===== src/logic/ifc_regs.vh =====
// register map, field positions and timing constants of the frequency counter
`ifndef IFC_REGS_VH
`define IFC_REGS_VH

`define IFC_ADDR_W       7
`define IFC_ADDR_MODE    7'h62
`define IFC_ADDR_CTRL    7'h63
`define IFC_ADDR_GATE    7'h64
`define IFC_PADDR_W      7
`define IFC_PADDR_COUNT  7'h43

`define IFC_MODE_RESET   4'h0
`define IFC_FUNC_HI      3
`define IFC_FUNC_LO      2
`define IFC_GATE_HI      1
`define IFC_GATE_LO      0
`define IFC_CTRL_START   1
`define IFC_CTRL_CLEAR   0
`define IFC_STAT_GATE    0

`define IFC_FUNC_OFF     2'b00
`define IFC_FUNC_FM_SH   2'b01
`define IFC_FUNC_AM_DED  2'b10
`define IFC_FUNC_AM_SH   2'b11

`define IFC_GT_1MS       2'b00
`define IFC_GT_4MS       2'b01
`define IFC_GT_8MS       2'b10
`define IFC_GT_OPEN      2'b11

`define IFC_MS_1         4'h1
`define IFC_MS_4         4'h4
`define IFC_MS_8         4'h8

`define IFC_CLK_PERIOD_NS 10
`define IFC_MS_NS         1000000
`define IFC_TICK_W        17
`define IFC_COUNT_W       16

`endif


===== src/logic/ifc_counter.v =====
// intermediate frequency counter: input select, gate timing, 16-bit count
`timescale 1ns/10ps
`include "ifc_regs.vh"
module ifc_counter #(
    parameter CYCLES_PER_MS = `IFC_MS_NS / `IFC_CLK_PERIOD_NS
) (
    input  wire                     ref_clk_i,
    input  wire                     rst_i,
    input  wire [`IFC_ADDR_W-1:0]   reg_addr_i,
    input  wire                     reg_wr_i,
    input  wire [3:0]               reg_wdata_i,
    input  wire                     reg_rd_i,
    output wire [3:0]               reg_rdata_o,
    input  wire [`IFC_PADDR_W-1:0]  get_addr_i,
    input  wire                     get_i,
    output wire [`IFC_COUNT_W-1:0]  dbf_o,
    input  wire                     shared_port_pin_i,
    input  wire                     am_port_pin_i,
    output wire                     shared_pin_counter_o,
    output wire                     am_pin_counter_o,
    output wire                     gate_open_o
);
    // tick period cut to the timebase width on purpose
    localparam integer           TICK_LAST_I = CYCLES_PER_MS - 1;
    localparam [`IFC_TICK_W-1:0] TICK_LAST   = TICK_LAST_I[`IFC_TICK_W-1:0];

    // gate sequencer states
    localparam [1:0] ST_IDLE = 2'b00;
    localparam [1:0] ST_WAIT = 2'b01;
    localparam [1:0] ST_OPEN = 2'b10;

    reg  [3:0]               mode_r;
    reg  [3:0]               rdata_r;
    reg  [`IFC_COUNT_W-1:0]  dbf_r;
    reg  [`IFC_COUNT_W-1:0]  count_r;
    reg  [`IFC_COUNT_W-1:0]  count_nxt;
    reg  [`IFC_TICK_W-1:0]   tick_cnt_r;
    reg                      tick_r;
    reg  [1:0]               state_r;
    reg  [1:0]               state_nxt;
    reg  [3:0]               ms_left_r;
    reg  [3:0]               ms_left_nxt;
    reg                      flag_r;
    reg                      flag_nxt;
    reg                      half_r;
    reg                      half_nxt;

    wire       shared_rise;
    wire       am_rise;
    wire [1:0] count_function;
    wire [1:0] gate_time;
    wire       func_on;
    wire       fm_count_mode;
    wire       am_count_mode;
    wire       gate_is_open_code;
    wire       wr_ctrl;
    wire       count_start_bit;
    wire       count_clear_bit;
    wire       gate_open_flag;
    wire       gate_now;
    wire       in_rise;

    // gate length in 1 ms ticks for a fixed gate code
    function [3:0] gate_ms;
        input [1:0] code;
        begin
            case (code)
                `IFC_GT_1MS: gate_ms = `IFC_MS_1;
                `IFC_GT_4MS: gate_ms = `IFC_MS_4;
                `IFC_GT_8MS: gate_ms = `IFC_MS_8;
                default:     gate_ms = `IFC_MS_1;
            endcase
        end
    endfunction

    // synchronised rising edges of the two input pins
    ifc_edge_sync u_sync_shared (
        .ref_clk_i (ref_clk_i),
        .rst_i     (rst_i),
        .pin_i     (shared_port_pin_i),
        .rise_o    (shared_rise)
    );

    ifc_edge_sync u_sync_am (
        .ref_clk_i (ref_clk_i),
        .rst_i     (rst_i),
        .pin_i     (am_port_pin_i),
        .rise_o    (am_rise)
    );

    // mode field decode
    assign count_function = {mode_r[`IFC_FUNC_HI], mode_r[`IFC_FUNC_LO]};
    assign gate_time      = {mode_r[`IFC_GATE_HI], mode_r[`IFC_GATE_LO]};
    assign func_on        = (count_function != `IFC_FUNC_OFF);
    assign fm_count_mode  = (count_function == `IFC_FUNC_FM_SH);
    assign am_count_mode  = (count_function == `IFC_FUNC_AM_DED) |
                            (count_function == `IFC_FUNC_AM_SH);
    assign gate_is_open_code = (gate_time == `IFC_GT_OPEN);

    // pin routing: which pin is given to the counter amplifier
    assign shared_pin_counter_o = fm_count_mode |
                                  (count_function == `IFC_FUNC_AM_SH);
    assign am_pin_counter_o     = (count_function == `IFC_FUNC_AM_DED);
    assign in_rise = am_pin_counter_o ? am_rise :
                     (shared_pin_counter_o ? shared_rise : 1'b0);

    // control register write strobes
    assign wr_ctrl         = reg_wr_i & (reg_addr_i == `IFC_ADDR_CTRL);
    assign count_start_bit = wr_ctrl & reg_wdata_i[`IFC_CTRL_START];
    assign count_clear_bit = wr_ctrl & reg_wdata_i[`IFC_CTRL_CLEAR];

    // gate is open in the timed window, or at once for the open code
    assign gate_now = func_on & ((state_r == ST_OPEN) | gate_is_open_code);
    assign gate_open_flag = flag_r | (func_on & gate_is_open_code);
    assign gate_open_o = gate_now;

    // mode register
    always @(posedge ref_clk_i) begin
        if (rst_i) begin
            mode_r <= `IFC_MODE_RESET;
        end else if (reg_wr_i && (reg_addr_i == `IFC_ADDR_MODE)) begin
            mode_r <= reg_wdata_i;
        end
    end

    // free running 1 kHz timebase, one-cycle tick each time the count wraps
    always @(posedge ref_clk_i) begin
        if (rst_i) begin
            tick_cnt_r <= {`IFC_TICK_W{1'b0}};
            tick_r     <= 1'b0;
        end else if (tick_cnt_r == TICK_LAST) begin
            tick_cnt_r <= {`IFC_TICK_W{1'b0}};
            tick_r     <= 1'b1;
        end else begin
            tick_cnt_r <= tick_cnt_r + 1'b1;
            tick_r     <= 1'b0;
        end
    end

    // gate sequencer
    always @* begin
        state_nxt   = state_r;
        ms_left_nxt = ms_left_r;
        flag_nxt    = flag_r;
        case (state_r)
            ST_IDLE: begin
                if (count_start_bit && func_on && !gate_is_open_code) begin
                    state_nxt = ST_WAIT;
                    flag_nxt  = 1'b1;
                end
            end
            ST_WAIT: begin
                if (tick_r) begin
                    state_nxt   = ST_OPEN;
                    ms_left_nxt = gate_ms(gate_time);
                end
            end
            ST_OPEN: begin
                if (tick_r) begin
                    ms_left_nxt = ms_left_r - 1'b1;
                    if (ms_left_r == `IFC_MS_1) begin
                        state_nxt = ST_IDLE;
                        flag_nxt  = 1'b0;
                    end
                end
            end
            default: begin
                state_nxt = ST_IDLE;
                flag_nxt  = 1'b0;
            end
        endcase
        // leaving the counter function or taking the open code ends a timed gate
        if (!func_on || gate_is_open_code) begin
            state_nxt = ST_IDLE;
            flag_nxt  = 1'b0;
        end
    end

    always @(posedge ref_clk_i) begin
        if (rst_i) begin
            state_r   <= ST_IDLE;
            ms_left_r <= 4'h0;
            flag_r    <= 1'b0;
        end else begin
            state_r   <= state_nxt;
            ms_left_r <= ms_left_nxt;
            flag_r    <= flag_nxt;
        end
    end

    // counter with FM halving; clear write has priority over an edge
    always @* begin
        count_nxt = count_r;
        half_nxt  = half_r;
        if (count_clear_bit) begin
            count_nxt = {`IFC_COUNT_W{1'b0}};
            half_nxt  = 1'b0;
        end else if (gate_now && in_rise) begin
            if (fm_count_mode) begin
                half_nxt = ~half_r;
                if (half_r) begin
                    count_nxt = count_r + 1'b1;
                end
            end else begin
                count_nxt = count_r + 1'b1;
            end
        end
    end

    always @(posedge ref_clk_i) begin
        if (rst_i) begin
            count_r <= {`IFC_COUNT_W{1'b0}};
            half_r  <= 1'b0;
        end else begin
            count_r <= count_nxt;
            half_r  <= half_nxt;
        end
    end

    // transfer of the count into the data buffer
    always @(posedge ref_clk_i) begin
        if (rst_i) begin
            dbf_r <= {`IFC_COUNT_W{1'b0}};
        end else if (get_i && (get_addr_i == `IFC_PADDR_COUNT)) begin
            dbf_r <= count_r;
        end
    end

    // register read data, one cycle after the read strobe
    always @(posedge ref_clk_i) begin
        if (rst_i) begin
            rdata_r <= 4'h0;
        end else if (reg_rd_i) begin
            case (reg_addr_i)
                `IFC_ADDR_MODE: rdata_r <= mode_r;
                `IFC_ADDR_GATE: rdata_r <= {3'b000, gate_open_flag};
                default:        rdata_r <= 4'h0;
            endcase
        end
    end

    assign reg_rdata_o = rdata_r;
    assign dbf_o       = dbf_r;
endmodule // ifc_counter


===== src/logic/ifc_edge_sync.v =====
// two-stage pin synchroniser with rising edge detector
`timescale 1ns/10ps
module ifc_edge_sync (
    input  wire ref_clk_i,
    input  wire rst_i,
    input  wire pin_i,
    output wire rise_o
);
    reg meta_r;
    reg sync_r;
    reg last_r;

    // first stage feeds only the second; edge taken from later stages
    always @(posedge ref_clk_i) begin
        if (rst_i) begin
            meta_r <= 1'b0;
            sync_r <= 1'b0;
            last_r <= 1'b0;
        end else begin
            meta_r <= pin_i;
            sync_r <= meta_r;
            last_r <= sync_r;
        end
    end

    assign rise_o = sync_r & ~last_r;
endmodule // ifc_edge_sync


===== config.mk =====
export PLATFORM = sky130hd
export DESIGN_NAME = ifc_counter
export DESIGN_NICKNAME = d
export VERILOG_FILES = /design/src/logic/ifc_counter.v /design/src/logic/ifc_edge_sync.v
export VERILOG_INCLUDE_DIRS = /design/src /design/src/logic
export SDC_FILE = /design/constraint.sdc
export NUM_CORES = 1
export LEC_CHECK = 0
export BUFFER_PORTS_ARGS = -buffer_cell sky130_fd_sc_hd__buf_2
export CORE_MARGIN = 8
export CORE_UTILIZATION = 40
export CTS_BUF_LIST = sky130_fd_sc_hd__clkbuf_2
export DETAILED_ROUTE_END_ITERATION = 6
export GPL_TIMING_DRIVEN = 0
export MAX_ROUTING_LAYER = met4
export SKIP_CTS_REPAIR_TIMING = 1
export SLEW_MARGIN = 20
export SYNTH_ARGS = -nofsm -noshare
export SYNTH_HDL_FRONTEND = slang
export SYNTH_SLANG_ARGS = --single-unit

===== constraint.sdc =====
create_clock -name ref_clk_i -period 4 [get_ports ref_clk_i]
set_input_delay 0.8 -clock ref_clk_i [delete_from_list [all_inputs] [get_ports ref_clk_i]]
set_output_delay 0.8 -clock ref_clk_i [all_outputs]
set_load 0.02 [all_outputs]

==> impl_metrics.json, run 1 <==
{
  "num-nets-final": 453,
  "yosysUniqueCellTypes": 50,
  "min_path_type": "reg2reg",
  "clock-sinks": 72,
  "crit_path_start_kind": "flip-flop",
  "syn-cell-area_mm2": 0.003252,
  "gp_congestion": 0.8616,
  "num_vias": 2757,
  "die_area_mm2": 0.01127,
  "grt_max_degree": 13,
  "fin_crit_ns": 2.401,
  "cts_root_buf": "clkbuf_2",
  "critical_path_arrival_ns": 1.60,
  "cts_buffer_depth": 2,
  "area_growth_pct": 14.58,
  "async_flop_share": 0,
  "grt_pass1_vias": 2614,
  "syn_area_per_cell_um2": 8.958,
  "post_drt_wl_per_cell_um": 13.35,
  "hold_violations": 0,
  "yosysWarnings": 0,
  "critPathSlowestCell": "dfxtp_1",
  "clkTransAtPathRegs_ns": 0.20,
  "multi_input_area_mm2": 0.001685,
  "synth_cells": 363,
  "die_y_um": 106.2,
  "skew_ns": 0.02172,
  "grt_pass1_wl_mm": 12.14,
  "drt-total-wl_mm": 7.088,
  "status": "completed",
  "antenna_found_initial": 0,
  "drive_gt1_frac": 0.1761,
  "portBuffers": 47,
  "cts_tree": "done",
  "max_freq_mhz": 416.5,
  "setup_viol": 0,
  "slew_viol_final": 0,
  "vias_per_cell": 5.192,
  "drv_cap": 0,
  "diodes": 0,
  "seq_area_frac_synth": 0.4432,
  "power.density_mw_per_mm2": 311.6,
  "start_util": 0.4039,
  "drc": 0,
  "placed_cell_area_mm2": 0.003618,
  "syn-num-nets": 395,
  "hold_slack_ns": 0.4728,
  "worst_pin_slew_ns": 0.5813,
  "worst_ir_drop_vdd_v": 0.0001893,
  "design_area_mm2": 0.003726,
  "htree_levels": 3,
  "synthFlopType": "dfxtp_1",
  "ios": 48,
  "grt_overflow": 0,
  "final.fill_count": 799,
  "worstSetupPathType": "reg2out",
  "slew_headroom": 0.6124,
  "dp_hpwl_mm": 5.189,
  "power.leakage_uw": 0.001538,
  "die_w_um": 106.2,
  "grt_usage": 0.1338,
  "first_pass_iters": 5,
  "seqCellArea_mm2": 0.001441,
  "slowest_delay_ns": 0.40,
  "power_uw": 1161,
  "cts_buffers": 9,
  "fin_tns_setup_ns": 0,
  "drt_iter0_drc": 104,
  "row_count": 33,
  "endpoint_kind": "primary output",
  "rsz0062_at_grt": "false",
  "ys_seq_elements": 72,
  "core-area_mm2": 0.008051,
  "insertion_delay_ns": 0.49,
  "required_ns": 3.20,
  "synth-edff-count": 0,
  "cp_max_fo": 4,
  "period_share": 0.6003,
  "ant_nets": 0,
  "critical_path.cell_chain": "nor2b_1, o22a_1, buf_2"
}
sequential cells by signal, indices dropped and copies added, names as in the netlist:
name,cells
count_r,16
dbf_o,16
flag_r,1
half_r,1
mode_r,4
ms_left_r,4
reg_rdata_o,4
state_r,2
tick_cnt_r,17
tick_r,1
u_sync_am.last_r,1
u_sync_am.meta_r,1
u_sync_am.sync_r,1
u_sync_shared.last_r,1
u_sync_shared.meta_r,1
u_sync_shared.sync_r,1
cell usage in the layout, fill, tap and decap left out, types with 10 or more instances in the layout:
cell and count:
dfxtp_1 72, a21oi_1 25, mux2i_1 21, or4_1 10, nor2b_1 15, buf_2 51
nand3_1 14, nor2_1 50, nand2_1 18, o21ai_0 13, inv_1 13, xnor2_1 10
critical path: cells and delay by family (launching register included):
kind	cells	cell delay [ns]
buffers and inverters	1	0.16
flip-flops	1	0.40
AND/OR/NAND/NOR	1	0.35
AO/OA/AOI/OAI	1	0.19
path summary, 6_finish.rpt:
path / depth (start not counted) / to / slack [ns] / startpoint
max reg2reg: 6 / tick_cnt_r[11]$_SDFF_PP0_ / 2.05 / tick_cnt_r[0]$_SDFF_PP0_
max: 3 / gate_open_o / 1.60 / state_r[1]$_SDFFE_PP0P_
min reg2reg: 1 / u_sync_shared.sync_r$_SDFF_PP0_ / 0.47 / u_sync_shared.meta_r$_SDFF_PP0_
min: 1 / u_sync_shared.sync_r$_SDFF_PP0_ / 0.47 / u_sync_shared.meta_r$_SDFF_PP0_
final cells by class:
class	count	area share
clock inverter	7	0.01679
buffer	17	0.02048
inverter	13	0.01310
clock buffer	9	0.01209
sequential	72	0.3868
timing repair buffer	47	0.06313
multi-input combinational	261	0.4523
tap	105	0.03526
cell usage after synthesis, types with 3 or more instances:
cell | n | share of area
nor3_1 | 6 | 0.0092
nor2b_1 | 15 | 0.029
nand2b_1 | 3 | 0.0058
and3_1 | 3 | 0.0058
o31ai_1 | 9 | 0.021
and4_1 | 3 | 0.0081
clkbuf_1 | 9 | 0.010
buf_2 | 4 | 0.0062
inv_1 | 13 | 0.015
mux2i_1 | 21 | 0.065
nand3_1 | 14 | 0.022
xnor2_1 | 10 | 0.027
nand2_1 | 18 | 0.021
a21oi_1 | 25 | 0.038
or3_1 | 7 | 0.013
nand4_1 | 8 | 0.015
nor2_1 | 50 | 0.058
xor2_1 | 6 | 0.016
dfxtp_1 | 72 | 0.44
nor4_1 | 5 | 0.0096
ha_1 | 7 | 0.027
or4_1 | 10 | 0.023
o21ai_0 | 13 | 0.020
where the power goes:
group          total [uW]  internal, uW  switching (uW)
registers             729           724            4.69
logic                44.8          19.2            25.6
clock network         387           138             249
total                1160           881             280
routing by layer:
metal | global-route usage | share of wire
met1 | 0.1576 | 0.47
met2 | 0.2118 | 0.47
met3 | 0.04719 | 0.054
met4 | 0.03618 | 0.0099
met5 | - | 0
kinds of logic (layout without fill, tap and decap cells):
family | count (synthesis) | after routing | share of synthesized area
and+or+nand+nor | 156 | 156 | 0.2651
DFF | 72 | 72 | 0.4432
AOI/OAI and AO/OA | 60 | 60 | 0.1150
buffers and inverters | 30 | 93 | 0.03848
muxes | 22 | 22 | 0.06810
xor gates and xnor gates | 16 | 16 | 0.04309
adders and majority gates | 7 | 7 | 0.02693
per-stage QoR:
stage,std cells,setup WS [ns],util
2_1_floorplan,363,1.961,-
3_3_place_gp,515,1.676,0.4494
3_5_place_dp,515,1.675,0.4494
4_1_cts,531,1.557,0.4628
5_1_grt,531,1.422,0.4628
6_report,531,1.599,0.4628
No activity file was read; power rests on OpenSTA's default activity.
==> run 2: changes to the inputs <==
clock period = 2 ns   (was 4 ns; I/O delays follow)
==> run 2 against run 1 <==
Net effect: sequential share of layout area fell by 0.18 points; core utilization rose by 0.30 points; non-clock buffer count did not move; critical path depth did not move; via count rose by 0.18%; critical endpoint unchanged; highest routed layer unchanged.
==> impl_metrics.json, run 2 (synthesis gave the netlist of run 1 again) <==
{
  "comb_power_share": 0.039,
  "critPathSlowestCell": "dfxtp_2",
  "die_y_um": 106.2,
  "required_ns": 1.60,
  "drt-total-wl_mm": 7.104,
  "vias_per_cell": 5.202,
  "max_freq_mhz": 538.0,
  "critical_path.cell_chain": "ha_2, o22a_1, buf_2",
  "antenna_found_initial": 0,
  "hold_violations": 0,
  "cts_root_buf": "clkbuf_2",
  "design_area_mm2": 0.003750,
  "start_util": 0.4039,
  "fin_crit_ns": 1.859,
  "portBuffers": 47,
  "grt_overflow": 0,
  "cts_tree": "done",
  "crit_path_start_kind": "flip-flop",
  "row_count": 33,
  "placed_cell_area_mm2": 0.003618,
  "critical_path_arrival_ns": 1.46,
  "clock-sinks": 72,
  "ios": 48,
  "min_path_type": "in2reg",
  "cp_top_family": "flip-flops",
  "skew_ns": 0.02123,
  "endpoint_kind": "primary output",
  "grt_pass1_vias": 2614,
  "num-nets-final": 453,
  "num_vias": 2762,
  "setup_viol": 0,
  "regMostFlops": "tick_cnt_r",
  "power.internal_uw": 1764,
  "first_pass_iters": 5,
  "period_share": 0.9293,
  "status": "completed",
  "worst_ir_drop_vdd_v": 0.0003790,
  "seqPwrFrac": 0.628,
  "cp_max_fo": 5,
  "slowest_delay_ns": 0.42,
  "switching_share": 0.2404,
  "grt_usage": 0.1338,
  "die_area_mm2": 0.01127,
  "post_drt_wl_per_cell_um": 13.38,
  "core-area_mm2": 0.008051,
  "die_w_um": 106.2,
  "drive_gt1_frac": 0.1854,
  "layout_commonest_cell": "dfxtp_1",
  "gp_congestion": 0.8616,
  "grt_max_degree": 13,
  "drt_iter0_drc": 85,
  "timing.critical_path.buf_inv": 1,
  "slew_headroom": 0.6167,
  "area_growth_pct": 15.31,
  "p_clk_frac": 0.333,
  "fin_tns_setup_ns": 0,
  "htree_levels": 3,
  "dp_hpwl_mm": 5.189,
  "ant_nets": 0,
  "cts_buffer_depth": 2,
  "diodes": 0,
  "drc": 0,
  "clkTransAtPathRegs_ns": 0.20,
  "drv_cap": 0,
  "worstSetupPathType": "reg2out",
  "slew_viol_final": 0,
  "power.leakage_uw": 0.001537,
  "final_cell_mix": "dfxtp_1, buf_2, nor2_1, a21oi_1, mux2i_1",
  "p_sw_uw": 558.2,
  "rsz0062_at_grt": "false",
  "worst_pin_slew_ns": 0.5750,
  "final.fill_count": 799,
  "grt_pass1_wl_mm": 12.14,
  "power.density_mw_per_mm2": 619.2,
  "largest_register_ff_count": 17,
  "insertion_delay_ns": 0.49,
  "cts_buffers": 9
}
## run 2: changes by cell type in the layout (fill, tap and decap cells not counted), sizes merged
cell / before / now
buf: 55 / 54
clkbuf: 18 / 19
## run 2: final timing paths
path,from,endpoint,slack (ns),cells after the start
setup / recovery,mode_r[1]$_SDFFE_PP0P_,gate_open_o,0.14,3
hold reg to reg,u_sync_shared.meta_r$_SDFF_PP0_,u_sync_shared.sync_r$_SDFF_PP0_,0.47,1
hold / removal,am_port_pin_i,u_sync_am.meta_r$_SDFF_PP0_,0.1,2
setup reg to reg,tick_cnt_r[0]$_SDFF_PP0_,tick_cnt_r[11]$_SDFF_PP0_,0.17,6
## run 2: per-layer routing
| metal | up-vias | share of wire | global-route usage |
|---|---|---|---|
| met4 | 0 | 0.0059 | 0.03618 |
| li1 | 1409 | - | - |
| met5 | - | 0 | - |
| met2 | 54 | 0.47 | 0.2118 |
| met3 | 4 | 0.058 | 0.04719 |
| met1 | 1295 | 0.46 | 0.1576 |
## run 2: layout make-up
type	count	area (um2)	share of cell area
Sequential cell	72	1444	0.3851
Clock inverter	7	62.56	0.01668
Clock buffer	9	45.04	0.01201
Inverter	13	48.80	0.01301
Tap cell	105	131.4	0.03504
Buffer	17	78.83	0.02102
Timing Repair Buffer	47	235.2	0.06273
Multi-Input combinational cell	261	1704	0.4545
## run 2: power groups by stage
stage	combinational [uW]	clock [uW]	sequential, uW
final	91.0	773	1460
after global routing	103	874	1460
after CTS	91.1	818	1460
after detailed placement	90.9	0	1490
after global placement	89.7	0	1490
after floorplan	49.1	0	1480
## run 2: stage by stage
| stage | hold slack (ns) | cells | utilization | setup slack, ns | total power (uW) |
|---|---|---|---|---|---|
| finish | 0.09724 | 531 | 0.4657 | 0.1414 | 2322 |
| global route | 0.03467 | 531 | 0.4657 | 0.001003 | 2438 |
| CTS | 0.03812 | 531 | 0.4628 | -0.04279 | 2368 |
| detailed placement | 0.4295 | 515 | 0.4494 | 0.07468 | 1578 |
| global placement | 0.4321 | 515 | 0.4494 | 0.06512 | 1577 |
| floorplan | 0.4138 | 363 | - | 0.3329 | 1534 |
